==> config.mk <==
export PLATFORM = sky130hd
export DESIGN_NAME = hr_fine_res_ext_flat
export DESIGN_NICKNAME = d
export VERILOG_FILES = /design/src/common/hr_pkg.sv /design/src/common/hr_link_if.sv /design/src/verilog/hr_edge_place.sv /design/src/verilog/hr_fine_res_ext.sv /design/src/flat_wrapper.sv
export SDC_FILE = /design/constraint.sdc
export NUM_CORES = 1
export LEC_CHECK = 0
export BUFFER_PORTS_ARGS = -buffer_cell sky130_fd_sc_hd__buf_2
export CAP_MARGIN = 20
export CORE_MARGIN = 4
export CORE_UTILIZATION = 64
export DETAILED_ROUTE_END_ITERATION = 16
export PLACE_DENSITY = 0.92
export SLEW_MARGIN = 20
export SYNTH_ARGS = -nofsm -noshare
export SYNTH_HDL_FRONTEND = slang
export SYNTH_SLANG_ARGS = --single-unit
==> constraint.sdc <==
create_clock -name ref_clk -period 5.38 [get_ports ref_clk]
set_input_delay 1.076 -clock ref_clk [delete_from_list [all_inputs] [get_ports ref_clk]]
set_output_delay 1.076 -clock ref_clk [all_outputs]
set_load 0.1 [all_outputs]
==> src/common/hr_pkg.sv <==
package hr_pkg;

  // control register A
  localparam logic [7:0] HR_CTRL_A_OFFSET = 8'h00;
  localparam logic [7:0] HR_CTRL_A_RESET = 8'h00;
  localparam logic [7:0] HR_CTRL_A_WMASK = 8'h07;
  localparam int HR_SEL_LSB = 0;
  localparam int HR_SEL_MSB = 1;
  localparam int HR_PLUS8_BIT = 2;

  // timing: ref_clk is the quad-rate clock
  localparam int HR_REF_CLK_PERIOD_NS = 100;
  localparam int HR_QUAD_RATIO = 4;
  localparam int HR_PER_CLK_PERIOD_NS = HR_REF_CLK_PERIOD_NS * HR_QUAD_RATIO;
  localparam int HR_PHASES = HR_PER_CLK_PERIOD_NS / HR_REF_CLK_PERIOD_NS;
  localparam logic [1:0] HR_PHASE_LAST = 2'(HR_PHASES - 1);
  localparam logic [1:0] HR_PHASE_TICK = 2'(HR_PHASES - 2);

  // counter steps and masks
  localparam logic [15:0] HR_STEP_ONE = 16'h0001;
  localparam logic [15:0] HR_STEP_FOUR = 16'h0004;
  localparam logic [15:0] HR_STEP_EIGHT = 16'h0008;
  localparam logic [15:0] HR_MASK_NONE = 16'hffff;
  localparam logic [15:0] HR_MASK_FOUR = 16'hfffc;
  localparam logic [15:0] HR_MASK_EIGHT = 16'hfff8;

  // kind of the edge that the coarse waveform just made
  localparam logic [1:0] HR_KIND_NONE = 2'h0;
  localparam logic [1:0] HR_KIND_UP = 2'h1;
  localparam logic [1:0] HR_KIND_DOWN = 2'h2;

  typedef enum logic [1:0] {
    HR_MODE_FREQ = 2'h0,
    HR_MODE_SINGLE = 2'h1,
    HR_MODE_DUAL = 2'h2
  } hr_mode_t;

  typedef enum logic [1:0] {
    HR_DIR_UP = 2'h1,
    HR_DIR_DOWN = 2'h2
  } hr_dir_t;

  function automatic logic [1:0] hr_sel_decode(input logic [1:0] sel);
    logic [1:0] en;
    unique case (sel)
      2'h0: en = 2'h0;
      2'h1: en = 2'h1;
      2'h2: en = 2'h2;
      2'h3: en = 2'h3;
    endcase
    return en;
  endfunction

  function automatic logic [15:0] hr_low_mask(input logic act,
                                              input logic plus8);
    return !act ? HR_MASK_NONE : (plus8 ? HR_MASK_EIGHT : HR_MASK_FOUR);
  endfunction

endpackage

==> src/common/hr_link_if.sv <==
`timescale 1ns/1ps
interface hr_link_if #(parameter int NCH = 4);
  logic per_tick;
  logic [1:0] hr_active;
  logic plus8;
  logic [1:0][NCH-1:0] wg;
  logic [1:0][NCH-1:0][1:0] edge_kind;
  logic [1:0][NCH-1:0][2:0] cmp_lo;

  modport dev (
    output per_tick,
    output hr_active,
    output plus8,
    input wg,
    input edge_kind,
    input cmp_lo
  );

  modport tmr (
    input per_tick,
    input hr_active,
    input plus8,
    output wg,
    output edge_kind,
    output cmp_lo
  );
endinterface

==> src/verilog/hr_edge_place.sv <==
`timescale 1ns/1ps
module hr_edge_place (
  // clock and reset
  input wire logic ref_clk,
  input wire logic reset,
  input wire logic ce,
  // coarse side
  input wire logic [1:0] phase,
  input wire logic wg_in,
  input wire logic [2:0] delay,
  // placed output, two halves of each ref_clk cycle
  output logic out_first,
  output logic out_second
);
  import hr_pkg::*;

  logic lvl_q;
  logic old_q;
  logic new_q;
  logic [2:0] d_q;
  logic edge_prev_q;
  logic [2:0] last_d_q;
  logic edge_now;
  logic [2:0] d_eff;
  logic old_v;
  logic new_v;
  logic [2:0] d_v;
  logic [3:0] slot;

  assign edge_now = (phase == 2'h0) && (wg_in != lvl_q);

  // stretch a pulse that would end before one peripheral cycle
  always_comb begin
    d_eff = delay;
    if (edge_prev_q && delay < last_d_q) begin
      d_eff = last_d_q;
    end
  end

  always_comb begin
    old_v = (phase == 2'h0) ? lvl_q : old_q;
    new_v = (phase == 2'h0) ? wg_in : new_q;
    d_v = (phase == 2'h0) ? (edge_now ? d_eff : 3'h0) : d_q;
    slot = {1'b0, phase, 1'b0};
  end

  always_ff @(posedge ref_clk) begin
    if (reset) begin
      lvl_q <= 1'b0;
      old_q <= 1'b0;
      new_q <= 1'b0;
      d_q <= 3'h0;
    end else if (ce && phase == 2'h0) begin
      lvl_q <= wg_in;
      old_q <= lvl_q;
      new_q <= wg_in;
      d_q <= d_v;
    end
  end

  always_ff @(posedge ref_clk) begin
    if (reset) begin
      edge_prev_q <= 1'b0;
      last_d_q <= 3'h0;
    end else if (ce && phase == 2'h0) begin
      edge_prev_q <= edge_now;
      if (edge_now) begin
        last_d_q <= d_eff;
      end
    end
  end

  // each ref_clk cycle covers two eighths of the peripheral cycle
  always_ff @(posedge ref_clk) begin
    if (reset) begin
      out_first <= 1'b0;
      out_second <= 1'b0;
    end else if (ce) begin
      out_first <= (slot < {1'b0, d_v}) ? old_v : new_v;
      out_second <= ((slot + 4'h1) < {1'b0, d_v}) ? old_v : new_v;
    end
  end
endmodule

==> src/verilog/hr_fine_res_ext.sv <==
`timescale 1ns/1ps
// Function
// - peripheral cycle is four quad-rate clocks
// - timer runs undivided when extension active
// - active timer ignores two lsb, steps four
// - upper 14 bits coarse, low bits here
// - period low bits must be zero
// - count reads zero in low bits
// - low bits never affect timer events
// - eightfold mode resolves three low bits
// - no output pulse under one peripheral cycle
// - works for frequency, single, dual slope
// - control bit 2 selects eightfold resolution
// - select field 00 none, 01, 10, 11
// - nonzero select raises port_hires for the port
// - each timer on a port enabled by its own select bit
// - control bits 7:3 read zero
module hr_fine_res_ext #(
  parameter int NCH = 4
) (
  // clock and reset
  input wire logic ref_clk,
  input wire logic reset,
  input wire logic ce,
  // link to the timer/counter waveform generators
  hr_link_if.dev link,
  // control register A
  input wire logic ctrl_we,
  input wire logic [7:0] ctrl_wdata,
  output logic [7:0] ctrl_rdata,
  // port pins, level in first and second half of each ref_clk cycle
  output logic [2*NCH-1:0] pin_first,
  output logic [2*NCH-1:0] pin_second,
  // status
  output logic port_hires,
  output logic [1:0] timer_hires
);
  import hr_pkg::*;

  logic [7:0] control_a_q;
  logic [1:0] phase_q;
  logic tick_q;
  logic [1:0] sel_en;
  logic eightfold;
  logic [1:0][NCH-1:0][2:0] fine_d;
  logic [1:0] sel_seen_q;
  logic plus8_seen_q;
  logic [1:0][NCH-1:0][2:0] lo_seen_q;

  // delay in eighths of a peripheral cycle for the edge just made
  function automatic logic [2:0] fine_delay(input logic act,
                                            input logic plus8,
                                            input logic [1:0] kind,
                                            input logic [2:0] lo);
    logic [2:0] unit;
    logic [2:0] d;
    unit = plus8 ? lo : {lo[1:0], 1'b0};
    d = 3'h0;
    if (act) begin
      if (kind == HR_KIND_UP) begin
        d = unit;
      end else if (kind == HR_KIND_DOWN) begin
        d = 3'(4'h8 - {1'b0, unit});
      end
    end
    return d;
  endfunction

  // reserved bits are dropped on write so they always read zero
  always_ff @(posedge ref_clk) begin
    if (reset) begin
      control_a_q <= HR_CTRL_A_RESET;
    end else if (ce && ctrl_we) begin
      control_a_q <= ctrl_wdata & HR_CTRL_A_WMASK;
    end
  end

  assign ctrl_rdata = control_a_q;

  assign sel_en = hr_sel_decode(control_a_q[HR_SEL_MSB:HR_SEL_LSB]);
  assign eightfold = control_a_q[HR_PLUS8_BIT];

  // ref_clk is taken as the quad-rate clock; peripheral cycle = 4 phases
  always_ff @(posedge ref_clk) begin
    if (reset) begin
      phase_q <= 2'h0;
    end else if (ce) begin
      phase_q <= (phase_q == HR_PHASE_LAST) ? 2'h0 : phase_q + 2'h1;
    end
  end

  // tick stands in the last phase so the timer moves into phase 0
  always_ff @(posedge ref_clk) begin
    if (reset) begin
      tick_q <= 1'b0;
    end else if (ce) begin
      tick_q <= (phase_q == HR_PHASE_TICK);
    end
  end

  assign link.per_tick = tick_q;
  assign link.hr_active = sel_en;
  assign link.plus8 = eightfold;

  // the timer picks an edge with the setup of the tick edge; keep that
  // setup so a write or compare change on the tick cannot place the
  // edge with a step the timer never used
  always_ff @(posedge ref_clk) begin
    if (reset) begin
      sel_seen_q <= 2'h0;
      plus8_seen_q <= 1'b0;
      lo_seen_q <= '0;
    end else if (ce && phase_q == HR_PHASE_LAST) begin
      sel_seen_q <= sel_en;
      plus8_seen_q <= eightfold;
      lo_seen_q <= link.cmp_lo;
    end
  end

  always_ff @(posedge ref_clk) begin
    if (reset) begin
      port_hires <= 1'b0;
      timer_hires <= 2'h0;
    end else if (ce) begin
      port_hires <= |sel_en;
      timer_hires <= sel_en;
    end
  end

  always_comb begin
    for (int t = 0; t < 2; t++) begin
      for (int c = 0; c < NCH; c++) begin
        // an unselected timer gets zero delay and passes straight on
        fine_d[t][c] = fine_delay(sel_seen_q[t], plus8_seen_q,
                                  link.edge_kind[t][c], lo_seen_q[t][c]);
      end
    end
  end

  // every pin goes through the same stage, so latency matches across
  // the port whether or not its timer is selected
  for (genvar t = 0; t < 2; t++) begin : g_tmr
    for (genvar c = 0; c < NCH; c++) begin : g_ch
      hr_edge_place u_place (
        .ref_clk(ref_clk),
        .reset(reset),
        .ce(ce),
        .phase(phase_q),
        .wg_in(link.wg[t][c]),
        .delay(fine_d[t][c]),
        .out_first(pin_first[t*NCH+c]),
        .out_second(pin_second[t*NCH+c])
      );
    end
  end
endmodule

==> src/flat_wrapper.sv <==
// flat-port wrapper written by rule: the top's interface ports become plain ports
module hr_fine_res_ext_flat import hr_pkg::*;
#(
  parameter int NCH = 4
)
  (ref_clk, reset, ce, ctrl_we, ctrl_wdata, ctrl_rdata, pin_first, pin_second, port_hires, timer_hires, link_per_tick, link_hr_active, link_plus8, link_wg, link_edge_kind, link_cmp_lo);
  hr_link_if #(.NCH(NCH)) link_i ();
  input wire logic ref_clk;
  input wire logic reset;
  input wire logic ce;
  input wire logic ctrl_we;
  input wire logic [7:0] ctrl_wdata;
  output logic [7:0] ctrl_rdata;
  output logic [2*NCH-1:0] pin_first;
  output logic [2*NCH-1:0] pin_second;
  output logic port_hires;
  output logic [1:0] timer_hires;
  output wire logic [$bits(link_i.per_tick)-1:0] link_per_tick;
  output wire logic [$bits(link_i.hr_active)-1:0] link_hr_active;
  output wire logic [$bits(link_i.plus8)-1:0] link_plus8;
  input wire logic [$bits(link_i.wg)-1:0] link_wg;
  input wire logic [$bits(link_i.edge_kind)-1:0] link_edge_kind;
  input wire logic [$bits(link_i.cmp_lo)-1:0] link_cmp_lo;
  assign link_per_tick = link_i.per_tick;
  assign link_hr_active = link_i.hr_active;
  assign link_plus8 = link_i.plus8;
  assign link_i.wg = link_wg;
  assign link_i.edge_kind = link_edge_kind;
  assign link_i.cmp_lo = link_cmp_lo;
  hr_fine_res_ext #(.NCH(NCH)) u_core (.ref_clk(ref_clk), .reset(reset), .ce(ce), .link(link_i), .ctrl_we(ctrl_we), .ctrl_wdata(ctrl_wdata), .ctrl_rdata(ctrl_rdata), .pin_first(pin_first), .pin_second(pin_second), .port_hires(port_hires), .timer_hires(timer_hires));
endmodule
# Word level (Yosys, flattened, before mapping)

Index checks and enable logic that the tools add are counted.

Word-level logic and storage cells: 254
Bits of input ports: 60
Register bits: 124

Add/sub/neg operators: 10
Muxes and demuxes: 90
Reduce and logical (&&, ||, !) cells: 30
Eq/ne operators: 29
Order comparisons: 24

Operators with widths:

| kind                                                              | number |
|---|---|
| 3-bit 2-to-1 mux                                                  | 56 |
| 3-bit < comparator                                                | 16 |
| 4-bit by 3-bit < comparator with 1-bit output                     | 8 |
| 1-bit 2-to-1 mux                                                  | 32 |
| 2-bit == test, second input constant                              | 12 |
| 1-bit by 3-bit subtractor with 3-bit output, first input constant | 8 |
| 1-bit logical AND                                                 | 19 |
| 2-bit by 1-bit == test with 1-bit output, second input constant   | 9 |
| 2-bit AND reduction                                               | 8 |
| 1-bit != test                                                     | 8 |
| 2-bit case mux with 4 select lines                                | 1 |
| 3-bit by 1-bit adder with 4-bit output, second input constant     | 1 |
| 2-bit logical NOT                                                 | 2 |
| 2-bit by 1-bit adder with 2-bit output, second input constant     | 1 |
| 2-bit 2-to-1 mux                                                  | 1 |
| 2-bit OR reduction                                                | 1 |

# Depth between registers and ports, before layout

Gate-level depths: netlist of run 1.

Word-level depth: 12
Mapped depth: 21
Depth with buffers taken out: 18

# Cells and area by module

From an unflattened synthesis of run 1, not the netlist that was laid out.

Cell total of the unflattened synthesis: 910
Area, all modules: 7,594.8 sq um

By module, submodules not included:

| module          | times used | area each (sq um) | cells an instance |
|---|---|---|---|
| hr_edge_place   | 8          | 673.1             | 78 |
| hr_fine_res_ext | 1          | 2,209.6           | 286 |

# Worst setup path before layout of run 1

Ideal clock, no wire load.

Kind: input to register
Start point: in link_edge_kind[8]
End point: reg u_core.g_tmr[1].g_ch[0].u_place.out_second
Library setup time: 0.065 ns
Buffers on the path: 0
Stages: 14
Slack: 1.677 ns
Arrival time: 3.638 ns
Cells stage by stage: or4b_4 > a21oi_2 > ha_1 > o21ai_0 > nand2_1 > o21ai_1 > mux2_1 > nor2b_1 > a21oi_1 > ha_1 > a21oi_1 > mux2i_1 > mux2i_1 > nor2_1

Word-level cells in the longest chain between the ends: 11

Ends and longest elaborated chain:

| what                                            | line                  | source |
|---|---|---|
| start, declared                                 | flat_wrapper.sv:22    | `input wire logic [$bits(link_i.edge_kind)-1:0] link_edge_kind;` |
| 2-bit == test                                   | hr_fine_res_ext.sv:62 | `end else if (kind == HR_KIND_DOWN) begin` |
| 3-bit 2-to-1 mux                                | hr_fine_res_ext.sv:62 |  |
| 3-bit 2-to-1 mux *                              | hr_fine_res_ext.sv:60 | `if (kind == HR_KIND_UP) begin` |
| 3-bit 2-to-1 mux *                              | hr_fine_res_ext.sv:59 | `if (act) begin` |
| 3-bit < comparator                              | hr_edge_place.sv:35   | `if (edge_prev_q && delay < last_d_q) begin` |
| 1-bit logical AND                               | hr_edge_place.sv:35   |  |
| 3-bit 2-to-1 mux *                              | hr_edge_place.sv:35   |  |
| 3-bit 2-to-1 mux * (2 in series)                | hr_edge_place.sv:43   | `d_v = (phase == 2'h0) ? (edge_now ? d_eff : 3'h0) : d_q;` |
| 4-bit by 3-bit < comparator with 1-bit output * | hr_edge_place.sv:80   | `out_second <= ((slot + 4'h1) < {1'b0, d_v}) ? old_v : new_v;` |
| 1-bit 2-to-1 mux *                              | hr_edge_place.sv:80   |  |
| end signal, assigned                            | hr_edge_place.sv:80   |  |
| end, declared                                   | hr_edge_place.sv:13   | `output logic out_second` |

Mark *: on every way between the ends. The rest lies on a longest branch, timed or not.
A chain may end at the register's enable or synchronous reset.

# Final worst setup path of run 1

Start point: reg u_core.plus8_seen_q
End point: reg u_core.g_tmr[0].g_ch[0].u_place.out_second

Word-level cells in the longest chain between the ends: 12

Ends and longest elaborated chain:

| what                                            | line                   | source |
|---|---|---|
| start, declared                                 | hr_fine_res_ext.sv:47  | `logic plus8_seen_q;` |
| start signal, assigned                          | hr_fine_res_ext.sv:115 | `plus8_seen_q <= eightfold;` |
| 3-bit 2-to-1 mux *                              | hr_fine_res_ext.sv:57  | `unit = plus8 ? lo : {lo[1:0], 1'b0};` |
| 1-bit by 3-bit subtractor with 3-bit output     | hr_fine_res_ext.sv:63  | `d = 3'(4'h8 - {1'b0, unit});` |
| 3-bit 2-to-1 mux                                | hr_fine_res_ext.sv:62  |  |
| 3-bit 2-to-1 mux *                              | hr_fine_res_ext.sv:60  |  |
| 3-bit 2-to-1 mux *                              | hr_fine_res_ext.sv:59  |  |
| 3-bit < comparator                              | hr_edge_place.sv:35    |  |
| 1-bit logical AND                               | hr_edge_place.sv:35    |  |
| 3-bit 2-to-1 mux *                              | hr_edge_place.sv:35    |  |
| 3-bit 2-to-1 mux * (2 in series)                | hr_edge_place.sv:43    |  |
| 4-bit by 3-bit < comparator with 1-bit output * | hr_edge_place.sv:80    |  |
| 1-bit 2-to-1 mux *                              | hr_edge_place.sv:80    |  |
| end signal, assigned                            | hr_edge_place.sv:80    |  |
| end, declared                                   | hr_edge_place.sv:13    |  |

Marks and branches as above.

==> results of run 1 <==
==> sequential cells by signal, summed over array words and instances, names as in the netlist <==
| register | count |
|---|---|
| u_core.sel_seen_q | 2 |
| u_core.lo_seen_q | 24 |
| u_core.timer_hires | 2 |
| u_core.g_tmr.g_ch.u_place.lvl_q | 3 |
| u_core.g_tmr.g_ch.u_place.edge_prev_q | 8 |
| u_core.plus8_seen_q | 1 |
| u_core.ctrl_rdata | 3 |
| u_core.g_tmr.g_ch.u_place.out_first | 8 |
| u_core.g_tmr.g_ch.u_place.old_q | 8 |
| u_core.g_tmr.g_ch.u_place.last_d_q | 24 |
| u_core.g_tmr.g_ch.u_place.d_q | 24 |
| u_core.port_hires | 1 |
| u_core.g_tmr.g_ch.u_place.out_second | 8 |
| u_core.phase_q | 2 |
| u_core.link.per_tick | 1 |
| u_core.g_tmr.g_ch.u_place.new_q | 5 |
==> worst min-delay path: cells and delay by family, from the launching register on <==
kind | cells | cell delay [ps]
flip-flops | 1 | 300
AO/OA/AOI/OAI | 1 | 50
AND/OR/NAND/NOR | 1 | 50
==> layout make-up <==
class	instances	area (um^2)	share of cell area
Multi-Input combinational cell	746	4530	0.538
Clock buffer	23	488	0.0579
Timing Repair Buffer	88	463	0.0550
Clock inverter	7	113	0.0134
Sequential cell	124	2480	0.295
Inverter	45	169	0.0201
Tap cell	143	179	0.0212
==> synth_stat cells (4+ instances only) <==
cell,n
sky130_fd_sc_hd__nand2_1,219
sky130_fd_sc_hd__mux2i_1,34
sky130_fd_sc_hd__a211oi_1,7
sky130_fd_sc_hd__buf_2,5
sky130_fd_sc_hd__nand3b_1,12
sky130_fd_sc_hd__dfxtp_1,124
sky130_fd_sc_hd__inv_1,44
sky130_fd_sc_hd__a31o_2,6
sky130_fd_sc_hd__a21boi_0,6
sky130_fd_sc_hd__o21bai_1,7
sky130_fd_sc_hd__clkbuf_1,33
sky130_fd_sc_hd__and2_1,9
sky130_fd_sc_hd__o211ai_1,9
sky130_fd_sc_hd__a31oi_1,8
sky130_fd_sc_hd__a21oi_1,132
sky130_fd_sc_hd__buf_4,24
sky130_fd_sc_hd__o22ai_1,4
sky130_fd_sc_hd__o21ai_0,18
sky130_fd_sc_hd__and3b_1,4
sky130_fd_sc_hd__o21a_1,8
sky130_fd_sc_hd__nand3_1,33
sky130_fd_sc_hd__nand2b_1,26
sky130_fd_sc_hd__mux2_2,13
sky130_fd_sc_hd__ha_1,43
sky130_fd_sc_hd__o2111ai_1,7
sky130_fd_sc_hd__and3_1,13
sky130_fd_sc_hd__nor2_1,38
sky130_fd_sc_hd__buf_1,5
sky130_fd_sc_hd__nor2b_1,14
sky130_fd_sc_hd__xor2_1,9
sky130_fd_sc_hd__xnor2_1,8
==> worst min-delay path by stage <==
stage	startpoint	to	slack (ps)	cells after the start
2_1_floorplan	u_core.g_tmr[0].g_ch[1].u_place.edge_prev_q	u_core.g_tmr[0].g_ch[1].u_place.edge_prev_q	430	2
3_3_place_gp	u_core.g_tmr[0].g_ch[1].u_place.edge_prev_q	u_core.g_tmr[0].g_ch[1].u_place.edge_prev_q	440	2
3_5_place_dp	u_core.g_tmr[0].g_ch[1].u_place.edge_prev_q	u_core.g_tmr[0].g_ch[1].u_place.edge_prev_q	440	2
4_1_cts	u_core.g_tmr[0].g_ch[1].u_place.edge_prev_q	u_core.g_tmr[0].g_ch[1].u_place.edge_prev_q	450	2
5_1_grt	u_core.g_tmr[0].g_ch[1].u_place.d_q[2]	u_core.g_tmr[0].g_ch[1].u_place.d_q[2]	470	2
6_report	u_core.g_tmr[0].g_ch[1].u_place.edge_prev_q	u_core.g_tmr[0].g_ch[1].u_place.edge_prev_q	450	2
==> stage by stage <==
stage | cells | setup WS (ps) | total power [mW] | cell area [um^2]
6_report | 1176 | 1390 | 2.53 | 8420
5_1_grt | 1176 | 1070 | 2.62 | 8420
4_1_cts | 1176 | 1480 | 2.53 | 8420
3_5_place_dp | 1146 | 1140 | 1.37 | 7820
3_3_place_gp | 1146 | 1290 | 1.36 | 7820
2_1_floorplan | 984 | 1680 | 1.30 | 7540
==> per-layer routing <==
metal | up-vias | global-route usage
li1 | 3462 | -
met1 | 3260 | 0.364
met2 | 277 | 0.444
met3 | 32 | 0.0689
met4 | 0 | 0.0920
met5 | - | 0
==> cell families (layout without fill, tap and decap cells) <==
| logic type | count (synthesis) | count (layout) | share of synthesized area |
|---|---|---|---|
| AOI/OAI and AO/OA | 244 | 244 | 0.197 |
| adders and majority gates | 43 | 43 | 0.0715 |
| xor gates and xnor gates | 17 | 17 | 0.0198 |
| muxes | 49 | 49 | 0.0682 |
| other | 1 | 5 | 0.000498 |
| DFF | 124 | 124 | 0.330 |
| buffers and inverters | 114 | 163 | 0.0717 |
| and+or+nand+nor | 388 | 388 | 0.241 |
==> layout by cell type, fill, tap and decap left out, types with 4 or more instances in the layout <==
master                      instances
sky130_fd_sc_hd__ha_1              43
sky130_fd_sc_hd__buf_2             79
sky130_fd_sc_hd__o21bai_1           7
sky130_fd_sc_hd__o21a_1             8
sky130_fd_sc_hd__conb_1             5
sky130_fd_sc_hd__clkbuf_16         17
sky130_fd_sc_hd__a21oi_1          132
sky130_fd_sc_hd__buf_4              9
sky130_fd_sc_hd__a31o_2             6
sky130_fd_sc_hd__mux2_2            13
sky130_fd_sc_hd__nand2b_1          26
sky130_fd_sc_hd__and3_1            13
sky130_fd_sc_hd__xnor2_1            8
sky130_fd_sc_hd__and3b_1            4
sky130_fd_sc_hd__nand3_1           33
sky130_fd_sc_hd__mux2i_1           34
sky130_fd_sc_hd__o211ai_1           9
sky130_fd_sc_hd__a211oi_1           7
sky130_fd_sc_hd__nand2_1          219
sky130_fd_sc_hd__a31oi_1            8
sky130_fd_sc_hd__o2111ai_1          7
sky130_fd_sc_hd__and2_1             9
sky130_fd_sc_hd__inv_1             44
sky130_fd_sc_hd__xor2_1             9
sky130_fd_sc_hd__o21ai_0           18
sky130_fd_sc_hd__nor2b_1           14
sky130_fd_sc_hd__nand3b_1          12
sky130_fd_sc_hd__nor2_1            37
sky130_fd_sc_hd__a21boi_0           6
sky130_fd_sc_hd__o22ai_1            4
sky130_fd_sc_hd__clkbuf_8           4
sky130_fd_sc_hd__dfxtp_1          124
==> power breakdown <==
group,total (mW),switching [mW],internal [mW]
logic,0.393,0.287,0.106
clock network,1.17,0.402,0.770
registers,0.969,0.0234,0.945
==> results by stage, run 1 <==
Worst setup path:
- The largest single stage delay on the critical path is 340 ps.
- The number of cells on the worst reg-to-reg path is 18.
- The slowest stage of the critical path is the sky130_fd_sc_hd__dfxtp_1 cell.
- The startpoint of the most critical register-to-register path is u_core.plus8_seen_q.
- The arrival time of the worst setup path is 4320 ps.
- The sort of element at the end of the critical path is a register.
- In this run the critical register-to-register path is captured at u_core.g_tmr[0].g_ch[0].u_place.out_second.
- The buffer and inverter count on the worst path is 1.
- Counting buffers and inverters, the worst setup path is 18 cells deep.
- The kind of launch point of the worst setup path is a register.
- Traced cell by cell, the critical path runs through buf_4 > mux2i_1 > ha_1 > nand3b_1 > o21ai_0 > and2_1 > ha_1 > o21ai_0 > nand3_1 > a31o_2 > and3_1 > a21oi_1 > ha_1 > a21oi_1 > nor3_1 > a21oi_1 > o21ai_0 > a211oi_1.
- The setup slack of the worst register-to-register path is 1390 ps.
- The largest driver fanout on the critical path is 17.
- The critical path class is register to register.
- The startpoint of the most critical setup path is u_core.plus8_seen_q.
- The most critical setup path has its endpoint at u_core.g_tmr[0].g_ch[0].u_place.out_second.
- Among cell families on the critical path, the largest total delay comes from compound AO/OA/AOI/OAI gates.
- Data on the critical path is required at its endpoint by 5710 ps.

Placed design:
- The count of port buffers added during placement is 80.
- Summed over all nets, the half-perimeter wirelength after detailed placement is 12,500 um.
- The placer's final routability congestion estimate is 0.855.

Logic synthesis:
- In the post-synthesis netlist, the biggest area contributors are sky130_fd_sc_hd__dfxtp_1 (33%), sky130_fd_sc_hd__nand2_1 (11%), sky130_fd_sc_hd__a21oi_1 (8.8%).
- The synthesized area divided by synthesized cell count is 7.68 um^2.
- The top cell type by total area after synthesis is sky130_fd_sc_hd__dfxtp_1.
- The count of cell types in the netlist is 64.
- After technology mapping, the gate count stands at 980.
- The cell area after synthesis is 7530 um^2.
- The number of flops mapped to enable cells by yosys is 0.
- The number of warnings issued by yosys is 0.
- In the synthesized netlist the async set-or-reset flop fraction comes to 0.
- Of the post-synthesis cell area, the dominant cell type holds 0.330.
- The sequential cell area fraction in the yosys report is 0.330.
- Among all flip-flop cells after synthesis, the most frequent one is sky130_fd_sc_hd__dfxtp_1.
- The register bit total from synthesis is 124.

Power and ir drop:
- The maximum VDD drop is 300 uV.
- The leakage power of the design is 3.29 nW.
- The power per unit of standard cell area is 301 nW/um^2.

Drt:
- The routed wire length on met3 is 1450 um.
- After detailed routing, no signal wire sits above met4.
- The post-route DRC violation count is 0.
- The aggregate routed wire length is 18,200 um.
- Dividing the detail-routed via count by the number of cells gives 5.98.
- The detailed-route via count is 7,031.
- The detailed-routing wirelength on met1 is 8200 um.
- The post-route antenna net violation count is 0.
- The mean routed wirelength per cell is 15.4 um.
- The wire length on met2 is 8280 um.
- The length of the first detailed-routing pass in iterations is 5.
- The first routing iteration left 602 violations.

Floorplan:
- The initial utilization of the core area, before any placement, comes to 0.656.
- The chip width is 116 um.
- The number of ports placed on the die boundary is 91.
- The area of the core region is 11,500 um^2.
- The floorplan row count is 39.
- The die covers 13,600 um^2.
- The height of the die is 116 um.

Clock tree:
- The total of cells resized after clock tree synthesis is 0.
- The maximum clock path buffer count is 2.
- After clock tree synthesis, the flow added hold-fix buffers numbering 0.
- The H-tree was split into 4 levels.
- For this design, the sink count on the clock tree is 124.
- The CTS tree is done.
- The post-CTS setup buffer count is 0.
- The post-CTS clock slew at the launch and capture registers of the worst setup and hold paths is 60 ps.
- In this run, CTS created clock tree buffers numbering 17.
- The later pin in the worst-skew pair is clocked with a latency of 420 ps.
- The cell sitting at the root of the clock tree is a sky130_fd_sc_hd__clkbuf_16.

Final layout:
- The number of antenna diodes in the final layout is 0.
- Of the cells placed in the final design, the portion with a size suffix greater than 1 is 0.140.
- The post-layout utilization of the core is 0.734.
- After filler insertion, the fill cell instance count of the layout stands at 850.
- The area growth from synthesis to layout is 11.9%.
- The final layout net count is 1,125.

STA:
- In the final timing run, aggregate negative setup slack is 0 ps.
- The tightest slew margin relative to the limit is 0.302.
- The routed design could run at a clock period as short as 3990 ps.
- Setup repair after global routing left no endpoint under its margin.
- The count of pins over their slew limit is 0.
- The clock arrives with 7.60 ps of skew.
- Timing would allow up to 0.251 GHz.
- The post-route worst hold slack is 449 ps.
- Of the available clock period, the critical path in the final layout requires 0.741.
- The final number of hold-violating endpoints is 0.
- The transition time at the pin with the least slew margin is 1050 ps.
- The final count of negative-setup-slack endpoints is 0.

Global route:
- The aggregate global-route resource usage is 0.276.
- Summed over all layers, the global routing overflow is 0.
- The global-route wire length before repair is 30,400 um.
- The initial antenna violation count was 0.
- The via count of the first global-routing pass is 6,748.
- The maximum number of pins on one net before global-route repair is 81.

Status:
- The flow ran to the end, and the final reports show no timing, DRC or antenna violations.

Job:
- The max-cap check violation count is 0.

Min path:
- The path class of the tightest hold or removal check is register to register.
Note: power is estimated with default switching activity, not from simulation.
==> run 2: changes to the inputs <==
--- a/config.mk
+++ b/config.mk
@@ -8,9 +8,9 @@
 export BUFFER_PORTS_ARGS = -buffer_cell sky130_fd_sc_hd__buf_2
 export CAP_MARGIN = 20
 export CORE_MARGIN = 4
-export CORE_UTILIZATION = 64
+export CORE_UTILIZATION = 59
 export DETAILED_ROUTE_END_ITERATION = 16
-export PLACE_DENSITY = 0.92
+export PLACE_DENSITY = 0.86
 export SLEW_MARGIN = 20
 export SYNTH_ARGS = -nofsm -noshare
 export SYNTH_HDL_FRONTEND = slang
==> constraint.sdc (replaced) <==
create_clock -name ref_clk -period 3.8 [get_ports ref_clk]
set_input_delay 0.76 -clock ref_clk [delete_from_list [all_inputs] [get_ports ref_clk]]
set_output_delay 0.76 -clock ref_clk [all_outputs]
set_load 0.1 [all_outputs]
==> run 2 against run 1 <==
Combinational power is 51% higher; global-route usage is 2.8 points lower; setup slack worse by 1300 ps; sequential share of layout area is 1.6 points lower; critical path type unchanged.
==> results by stage, run 2 (synthesis gave the netlist of run 1 again) <==
Placed design:
- The placed cell area is 7950 um^2 (+1.7%).
- The worst-case setup slack after placement came to -20.4 ps (-1160 ps).
- The count of port buffers added during placement is 80 (unchanged).
- The sum of net half-perimeters after detailed placement is 12,500 um (-0.18%).
- The placed instance count is 1,185 (+3.4%).
- The placer's final routability congestion estimate is 0.858 (+0.30%).

Final layout:
- From synthesis to final layout, the design area changed by 18.5%.
- The final layout net count is 1,150 (+2.2%).
- The fraction of layout instances using a drive strength above 1 is 0.212 (+0.0719).
- The number of fillers in the final layout is 895 (+5.3%).
- The area taken by flip-flops and latches came to 2490 um^2 (+0.15%).
- In the layout the commonest cells are sky130_fd_sc_hd__nand2_1 (216), sky130_fd_sc_hd__dfxtp_1 (123), sky130_fd_sc_hd__a21oi_1 (122), sky130_fd_sc_hd__buf_2 (79), sky130_fd_sc_hd__inv_1 (44).
- The most frequent standard cell in the layout excluding fill and tap cells is sky130_fd_sc_hd__nand2_1.
- The post-route standard cell area excluding fillers came to 8920 um^2 (+5.9%).
- The number of diodes came to 0 (unchanged).
- The largest registers in the layout are u_core.g_tmr.g_ch.u_place.d_q: 24 flops, u_core.g_tmr.g_ch.u_place.last_d_q: 24 flops, u_core.lo_seen_q: 24 flops.
- The count of placed standard cells in the final layout, fillers left out came to 1,228 (+4.4%).
- The post-layout utilization of the core is 0.728 (-0.00676).
- The total area of multi-input combinational cells is 4840 um^2 (+7.0%).

Global route:
- The aggregate global-route resource usage was 0.248 (-0.0275).
- The initial antenna violation count is 0 (unchanged).
- The remaining global-route overflow came to 0 (unchanged).
- The via count of the first global-routing pass came to 6,478 (-4.0%).
- The maximum number of pins on one net before global-route repair was 63 (-22%).
- The global-route wire length before repair is 29,900 um (-1.8%).

Worst setup path:
- Traced cell by cell, the critical path runs through buf_8 > mux2i_4 > ha_1 > nand3b_1 > o21ai_1 > and2_1 > ha_2 > nand4bb_1 > a21o_1 > a31o_2 > and3_1 > a21oi_2 > ha_4 > nand2_1 > a21oi_1 > o2bb2ai_2 > o21ai_1 > a221o_1.
- The kind of cell adding the most delay to the critical path is compound AO/OA/AOI/OAI gates.
- The critical path class is register to register.
- STA classifies the critical path endpoint as a register.
- The largest stage delay on the critical path came to 380 ps (+40 ps).
- The cell with the largest stage delay on the worst path is sky130_fd_sc_hd__dfxtp_4.
- The arrival time of the worst setup path is 4010 ps (-310 ps).
- The largest driver fanout on the critical path is 5 (-12).
- The required time of the worst setup path is 4110 ps (-1600 ps).
- Counting stages on the worst path, the most repeated cell is sky130_fd_sc_hd__o21ai_1.
- The startpoint of the most critical register-to-register path is u_core.plus8_seen_q.
- The kind of launch point of the worst setup path is a register.
- The most critical setup path has its startpoint at u_core.plus8_seen_q.
- The buffer and inverter count on the worst path is 1 (unchanged).

Job:
- The max-cap check violation count is 0 (unchanged).

STA:
- The final count of negative-setup-slack endpoints is 0 (unchanged).
- The tightest slew margin relative to the limit is 0.352 (+0.0500).
- The count of pins over their slew limit is 0 (unchanged).
- The transition time at the pin with the least slew margin is 970 ps (-77.3 ps).
- The share of the cycle needed by the critical path after routing is 0.974 (+0.233).
- The setup slack of the critical path after layout came to 97.5 ps (-1300 ps).
- The maximum achievable frequency is 0.270 GHz (+7.7%).
- The shortest clock period the worst path allows after layout came to 3700 ps (-285 ps).
- The worst-case clock skew is 6.71 ps (-0.893 ps).
- The final number of hold-violating endpoints is 0 (unchanged).

Drt:
- The detailed-route via count is 7,134 (+1.5%).
- The length of the first detailed-routing pass in iterations was 5 (unchanged).
- The aggregate routed wire length is 19,200 um (+5.9%).
- The mean routed wirelength per cell is 15.7 um (+1.4%).
- The detail-routed via count per cell is 5.81 (-2.8%).
- The first-iteration detailed-routing DRC count is 703 (+17%).
- The post-route DRC violation count is 0 (unchanged).
- The post-route antenna net violation count is 0 (unchanged).

Min path:
- The worst hold path begins at u_core.g_tmr[0].g_ch[2].u_place.old_q.
- The worst hold-check path type is register to register.

Floorplan:
- The number of ports placed on the die boundary is 91 (unchanged).
- The die outline area is 14,600 um^2 (+7.9%).
- The height of the die is 121 um (+3.9%).
- The starting utilization of the core area is 0.614 (-0.0425).
- The floorplan row count is 40 (+2.6%).
- The chip width is 121 um (+3.9%).
- The area of the core region is 12,300 um^2 (+6.9%).

Clock tree:
- The maximum clock path buffer count came to 2 (unchanged).
- The post-CTS clock slew at the launch and capture registers of the worst setup and hold paths is 60 ps (about the same).
- TritonCTS built the clock tree.
- The number of clock sinks was 124 (unchanged).
- The H-tree depth is 4 (unchanged).
- The hold buffer count at CTS is 0 (unchanged).
- The clock latency on the worst-skew pair is 420 ps (about the same).
- The root buffer cell chosen for the clock tree is sky130_fd_sc_hd__clkbuf_16.
- The number of buffers inserted during clock tree synthesis is 17 (unchanged).

Status:
- The run finished with clean final reports.

Power and ir drop:
- The power per unit of standard cell area was 382 nW/um^2 (+27%).
- The maximum VDD drop is 421 uV (+41%).
- The leakage power of the design is 3.45 nW (+5.0%).
[run 2: final timing paths]
check             slack, ps                                   endpoint  depth (start not counted)
setup / recovery        100  u_core.g_tmr[0].g_ch[0].u_place.out_first                         18
hold / removal          450      u_core.g_tmr[0].g_ch[2].u_place.old_q                          2
setup reg to reg        100  u_core.g_tmr[0].g_ch[0].u_place.out_first                         18
hold reg to reg         450      u_core.g_tmr[0].g_ch[2].u_place.old_q                          2
[run 2: final cells by class]
class,count,share of cell area
flip-flops and latches,124,0.279
well taps,168,0.0236
inverters,45,0.0189
clock inverters,8,0.00477
multi-input cells,746,0.543
clock buffers,24,0.0540
repair buffers,113,0.0771
[run 2: where the power goes]
group / total [mW] / switching [mW] / internal [mW]
clock network: 1.45 / 0.575 / 0.874
registers: 1.37 / 0.0282 / 1.34
logic: 0.592 / 0.424 / 0.168
[run 2: repair_timing]
item                                    4_1_cts  5_1_grt
endpoints found under the setup margin        4       16
pin swaps                                     1       25
resized for setup                             4       87
setup buffers                                 0       10
gates cloned                                  0        1
[run 2: through the flow]
stage / hold WS, ps / power (mW) / setup TNS (ps)
4_1_cts: 454 / 3.39 / 0
6_report: 452 / 3.41 / 0
3_3_place_gp: 437 / 1.94 / 0
2_1_floorplan: 432 / 1.84 / 0
3_5_place_dp: 444 / 1.95 / -23.2
5_1_grt: 469 / 3.53 / -371
[run 2: layer usage]
layer	vias up	global-route usage	wire [um]
met2	265	0.387	8680
met1	3314	0.342	8880
li1	3517	-	-
met4	0	0.0751	327
met5	-	0	0
met3	38	0.0578	1330
[run 2: worst reg2reg max path, cell delays in order (launching register included)]
cell                        delay [ps]
sky130_fd_sc_hd__dfxtp_4           380
sky130_fd_sc_hd__buf_8             140
sky130_fd_sc_hd__mux2i_4           230
sky130_fd_sc_hd__ha_1              250
sky130_fd_sc_hd__nand3b_1           90
sky130_fd_sc_hd__o21ai_1           100
sky130_fd_sc_hd__and2_1            180
sky130_fd_sc_hd__ha_2              210
sky130_fd_sc_hd__nand4bb_1         180
sky130_fd_sc_hd__a21o_1            200
sky130_fd_sc_hd__a31o_2            270
sky130_fd_sc_hd__and3_1            200
sky130_fd_sc_hd__a21oi_2           150
sky130_fd_sc_hd__ha_4              250
sky130_fd_sc_hd__nand2_1            70
sky130_fd_sc_hd__a21oi_1            50
sky130_fd_sc_hd__o2bb2ai_2         190
sky130_fd_sc_hd__o21ai_1            90
sky130_fd_sc_hd__a221o_1           360
==> run 3: changes to the inputs <==
--- a/config.mk
+++ b/config.mk
@@ -5,12 +5,13 @@
 export SDC_FILE = /design/constraint.sdc
 export NUM_CORES = 1
 export LEC_CHECK = 0
+export ABC_AREA = 0
 export BUFFER_PORTS_ARGS = -buffer_cell sky130_fd_sc_hd__buf_2
 export CAP_MARGIN = 20
 export CORE_MARGIN = 4
-export CORE_UTILIZATION = 59
+export CORE_UTILIZATION = 53
 export DETAILED_ROUTE_END_ITERATION = 16
-export PLACE_DENSITY = 0.86
+export PLACE_DENSITY = 0.82
 export SLEW_MARGIN = 20
 export SYNTH_ARGS = -nofsm -noshare
 export SYNTH_HDL_FRONTEND = slang
==> constraint.sdc (replaced) <==
create_clock -name ref_clk -period 3.2 [get_ports ref_clk]
set_input_delay 0.64 -clock ref_clk [delete_from_list [all_inputs] [get_ports ref_clk]]
set_output_delay 0.64 -clock ref_clk [all_outputs]
set_load 0.1 [all_outputs]
==> run 3 against run 2 <==
The run now ends with setup timing left; via count up 17%; critical path type unchanged; clock skew up 1.9 ps; critical endpoint is now u_core.g_tmr[0].g_ch[3].u_place.out_first; setup slack worse by 580 ps; highest routed layer unchanged; critical path depth up 3; sequential share of layout area down 4.1 points.
==> results by stage, run 3 (synthesis gave the netlist of run 1 again) <==
Status:
- The flow ran to the end, but the final reports show violations.
- The final reports fail on setup timing.

Power and ir drop:
- The leakage power of the design is 4.06 nW (+18%).
- The combinational share of power is 0.180 (+0.006).
- The sequential fraction of design power is 0.365 (-0.036).
- The maximum VDD drop is 406 uV (-3.6%).
- The cell-internal power is 3.10 mW (+30%).
- The total power is 4.46 mW (+31%).
- The fraction of power spent switching nets is 0.304 (+0.00247).
- The part of the total power dissipated in the clock network came to 0.455 (+0.030).
- The power per unit of standard cell area is 426 nW/um^2 (+11%).
- The switching power total is 1.35 mW (+32%).

Worst setup path:
- The kind of cell adding the most delay to the critical path is compound AO/OA/AOI/OAI gates.
- The largest stage delay on the critical path is 400 ps (+20 ps).
- The kind of launch point of the worst setup path is a register.
- The required time of the worst setup path is 3510 ps (-600 ps).
- The buffer and inverter count on the worst path is 4 (+3).
- The arrival time of the worst setup path is 4000 ps (about the same).
- Traced cell by cell, the critical path runs through buf_12 > buf_12 > mux2i_4 > ha_4 > nand2_2 > o22ai_2 > and2_4 > ha_4 > buf_4 > o21ai_2 > nand2b_2 > a21oi_2 > a31oi_4 > nor2_2 > a21oi_2 > ha_1 > buf_4 > o211ai_1 > o21ai_1 > a21oi_1 > o211ai_1.
- The largest driver fanout on the critical path is 7 (+2).
- STA classifies the critical path endpoint as a register.
- The setup slack of the worst register-to-register path is -480 ps (-580 ps).
- The setup path with the least slack is of type register to register.
- On the critical path, the stage with the largest delay is an instance of sky130_fd_sc_hd__dfxtp_4.

Floorplan:
- The die outline area came to 16,200 um^2 (+11%).
- The height of the die is 127 um (+5.1%).
- The starting utilization of the core area came to 0.542 (-0.0716).
- The floorplan row count is 43 (+7.5%).
- The chip width is 127 um (+5.1%).
- The area of the core region is 13,900 um^2 (+13%).
- The number of ports placed on the die boundary is 91 (unchanged).

Clock tree:
- The maximum clock path buffer count is 2 (unchanged).
- The post-CTS clock slew at the launch and capture registers of the worst setup and hold paths came to 60 ps (about the same).
- The number of clock sinks was 124 (unchanged).
- The cell sitting at the root of the clock tree is a sky130_fd_sc_hd__clkbuf_16.
- The CTS tree is done.
- The clock latency on the worst-skew pair came to 430 ps (about the same).
- The H-tree depth came to 4 (unchanged).
- The hold buffer count at CTS came to 0 (unchanged).
- The number of buffers inserted during clock tree synthesis was 17 (unchanged).

STA:
- The share of the cycle needed by the critical path after routing is 1.15 (+0.176).
- The worst-case clock skew is 8.66 ps (+1.95 ps).
- Setup repair after global routing could not meet its margin everywhere.
- The post-route worst hold slack was 448 ps (-3.91 ps).
- The final number of hold-violating endpoints is 0 (unchanged).
- The total negative slack came to -6490 ps (-6490 ps).
- The shortest clock period the worst path allows after layout is 3680 ps (-20.2 ps).
- The setup slack of the critical path after layout is -482 ps (-580 ps).
- The transition time at the pin with the least slew margin came to 1020 ps (+50.1 ps).
- The final count of negative-setup-slack endpoints is 18 (+18).
- The count of pins over their slew limit is 0 (unchanged).
- The tightest slew margin relative to the limit is 0.318 (-0.0335).
- The maximum achievable frequency came to 0.272 GHz (+0.55%).

Final layout:
- The area growth from synthesis to layout is 39.1%.
- The post-layout utilization of the core was 0.754 (+0.0268).
- The number of fillers in the final layout came to 868 (-3.0%).
- The total area of multi-input combinational cells came to 5460 um^2 (+13%).
- The area taken by flip-flops and latches is 2490 um^2 (unchanged).
- The count of placed standard cells in the final layout, fillers left out is 1,342 (+9.3%).
- In the final layout, the registers with the most flip-flops are u_core.g_tmr.g_ch.u_place.d_q: 24 flops, u_core.g_tmr.g_ch.u_place.last_d_q: 24 flops, u_core.lo_seen_q: 24 flops.
- The final layout net count came to 1,252 (+8.9%).
- The number of diodes is 0 (unchanged).
- The post-route standard cell area excluding fillers came to 10,500 um^2 (+17%).
- The fraction of layout instances using a drive strength above 1 is 0.352 (+0.140).
- The most frequent standard cell in the layout excluding fill and tap cells is sky130_fd_sc_hd__nand2_1.
- The top cell types in the final layout, fill and taps aside, are sky130_fd_sc_hd__nand2_1 (209), sky130_fd_sc_hd__buf_4 (126), sky130_fd_sc_hd__dfxtp_1 (123), sky130_fd_sc_hd__a21oi_1 (111), sky130_fd_sc_hd__buf_2 (79).

Global route:
- The remaining global-route overflow is 0 (unchanged).
- The maximum number of pins on one net before global-route repair was 71 (+13%).
- The initial antenna violation count came to 0 (unchanged).
- The global-route wire length before repair is 35,800 um (+20%).
- The via count of the first global-routing pass was 7,375 (+14%).
- The aggregate global-route resource usage is 0.269 (+0.0203).

Drt:
- The length of the first detailed-routing pass in iterations is 6 (+1).
- The post-route DRC violation count is 0 (unchanged).
- The detail-routed via count per cell is 6.21 (+6.9%).
- The mean routed wirelength per cell is 19.5 um (+25%).
- The aggregate routed wire length came to 26,200 um (+36%).
- The post-route antenna net violation count is 0 (unchanged).
- The first-iteration detailed-routing DRC count is 1,196 (+70%).
- The detailed-route via count is 8,338 (+17%).

Placed design:
- The worst-case setup slack after placement came to -471 ps (-451 ps).
- The placed cell area is 8640 um^2 (+8.7%).
- The count of port buffers added during placement was 80 (unchanged).
- The placer's final routability congestion estimate came to 0.818 (-4.6%).
- The placed instance count came to 1,265 (+6.8%).
- The sum of net half-perimeters after detailed placement is 13,400 um (+7.8%).

Min path:
- The worst hold-check path type is primary input to register.

Job:
- The max-cap check violation count is 0 (unchanged).
run 3: cell count changes in the layout (fill, tap and decap cells not counted), sizes merged:
cell      previous run  this run
buf                112       214
bufinv               0         3
clkbuf              25        20
clkinv               8         5
clkinvlp             1         4
inv                 44        46
run 3: worst paths after layout:
check	from	to	depth (start not counted)
worst max-delay path	u_core.plus8_seen_q	u_core.g_tmr[0].g_ch[3].u_place.out_first	21
worst min-delay path	link_cmp_lo[17]	u_core.lo_seen_q[17]	3
worst max register to register	u_core.plus8_seen_q	u_core.g_tmr[0].g_ch[3].u_place.out_first	21
worst min register to register	u_core.g_tmr[1].g_ch[2].u_place.old_q	u_core.g_tmr[1].g_ch[2].u_place.old_q	2
run 3: layout make-up:
cell class              instances  share of cell area
clock buffers                  19              0.0433
repair buffers                215               0.144
clock inverters                13              0.0158
flip-flops and latches        124               0.237
multi-input cells             746               0.522
well taps                     180              0.0215
inverters                      45              0.0161
run 3: tightest hold or removal path: stages:
cell                      delay, ps
sky130_fd_sc_hd__buf_2           90
sky130_fd_sc_hd__nand2_1         50
sky130_fd_sc_hd__a21oi_1         50
run 3: metal layers:
metal  GRT usage  wire length (um)
met5           0                 0
met4      0.0902              1390
met3      0.0690              2590
met2       0.437             11800
met1       0.348             10400
run 3: timing repair:
action / 4_1_cts / 5_1_grt
setup buffers: 26 / 18
pin swaps: 53 / 55
gates cloned: 0 / 1
resized for setup: 79 / 84
setup endpoints to repair: 16 / 22
run 3: power groups by stage:
stage	clock [mW]	combinational (mW)	sequential, mW
global placement	0	0.691	1.65
finish	2.03	0.801	1.63
floorplan	0	0.521	1.67
global route	2.10	0.848	1.63
CTS	2.02	0.732	1.62
detailed placement	0	0.701	1.66
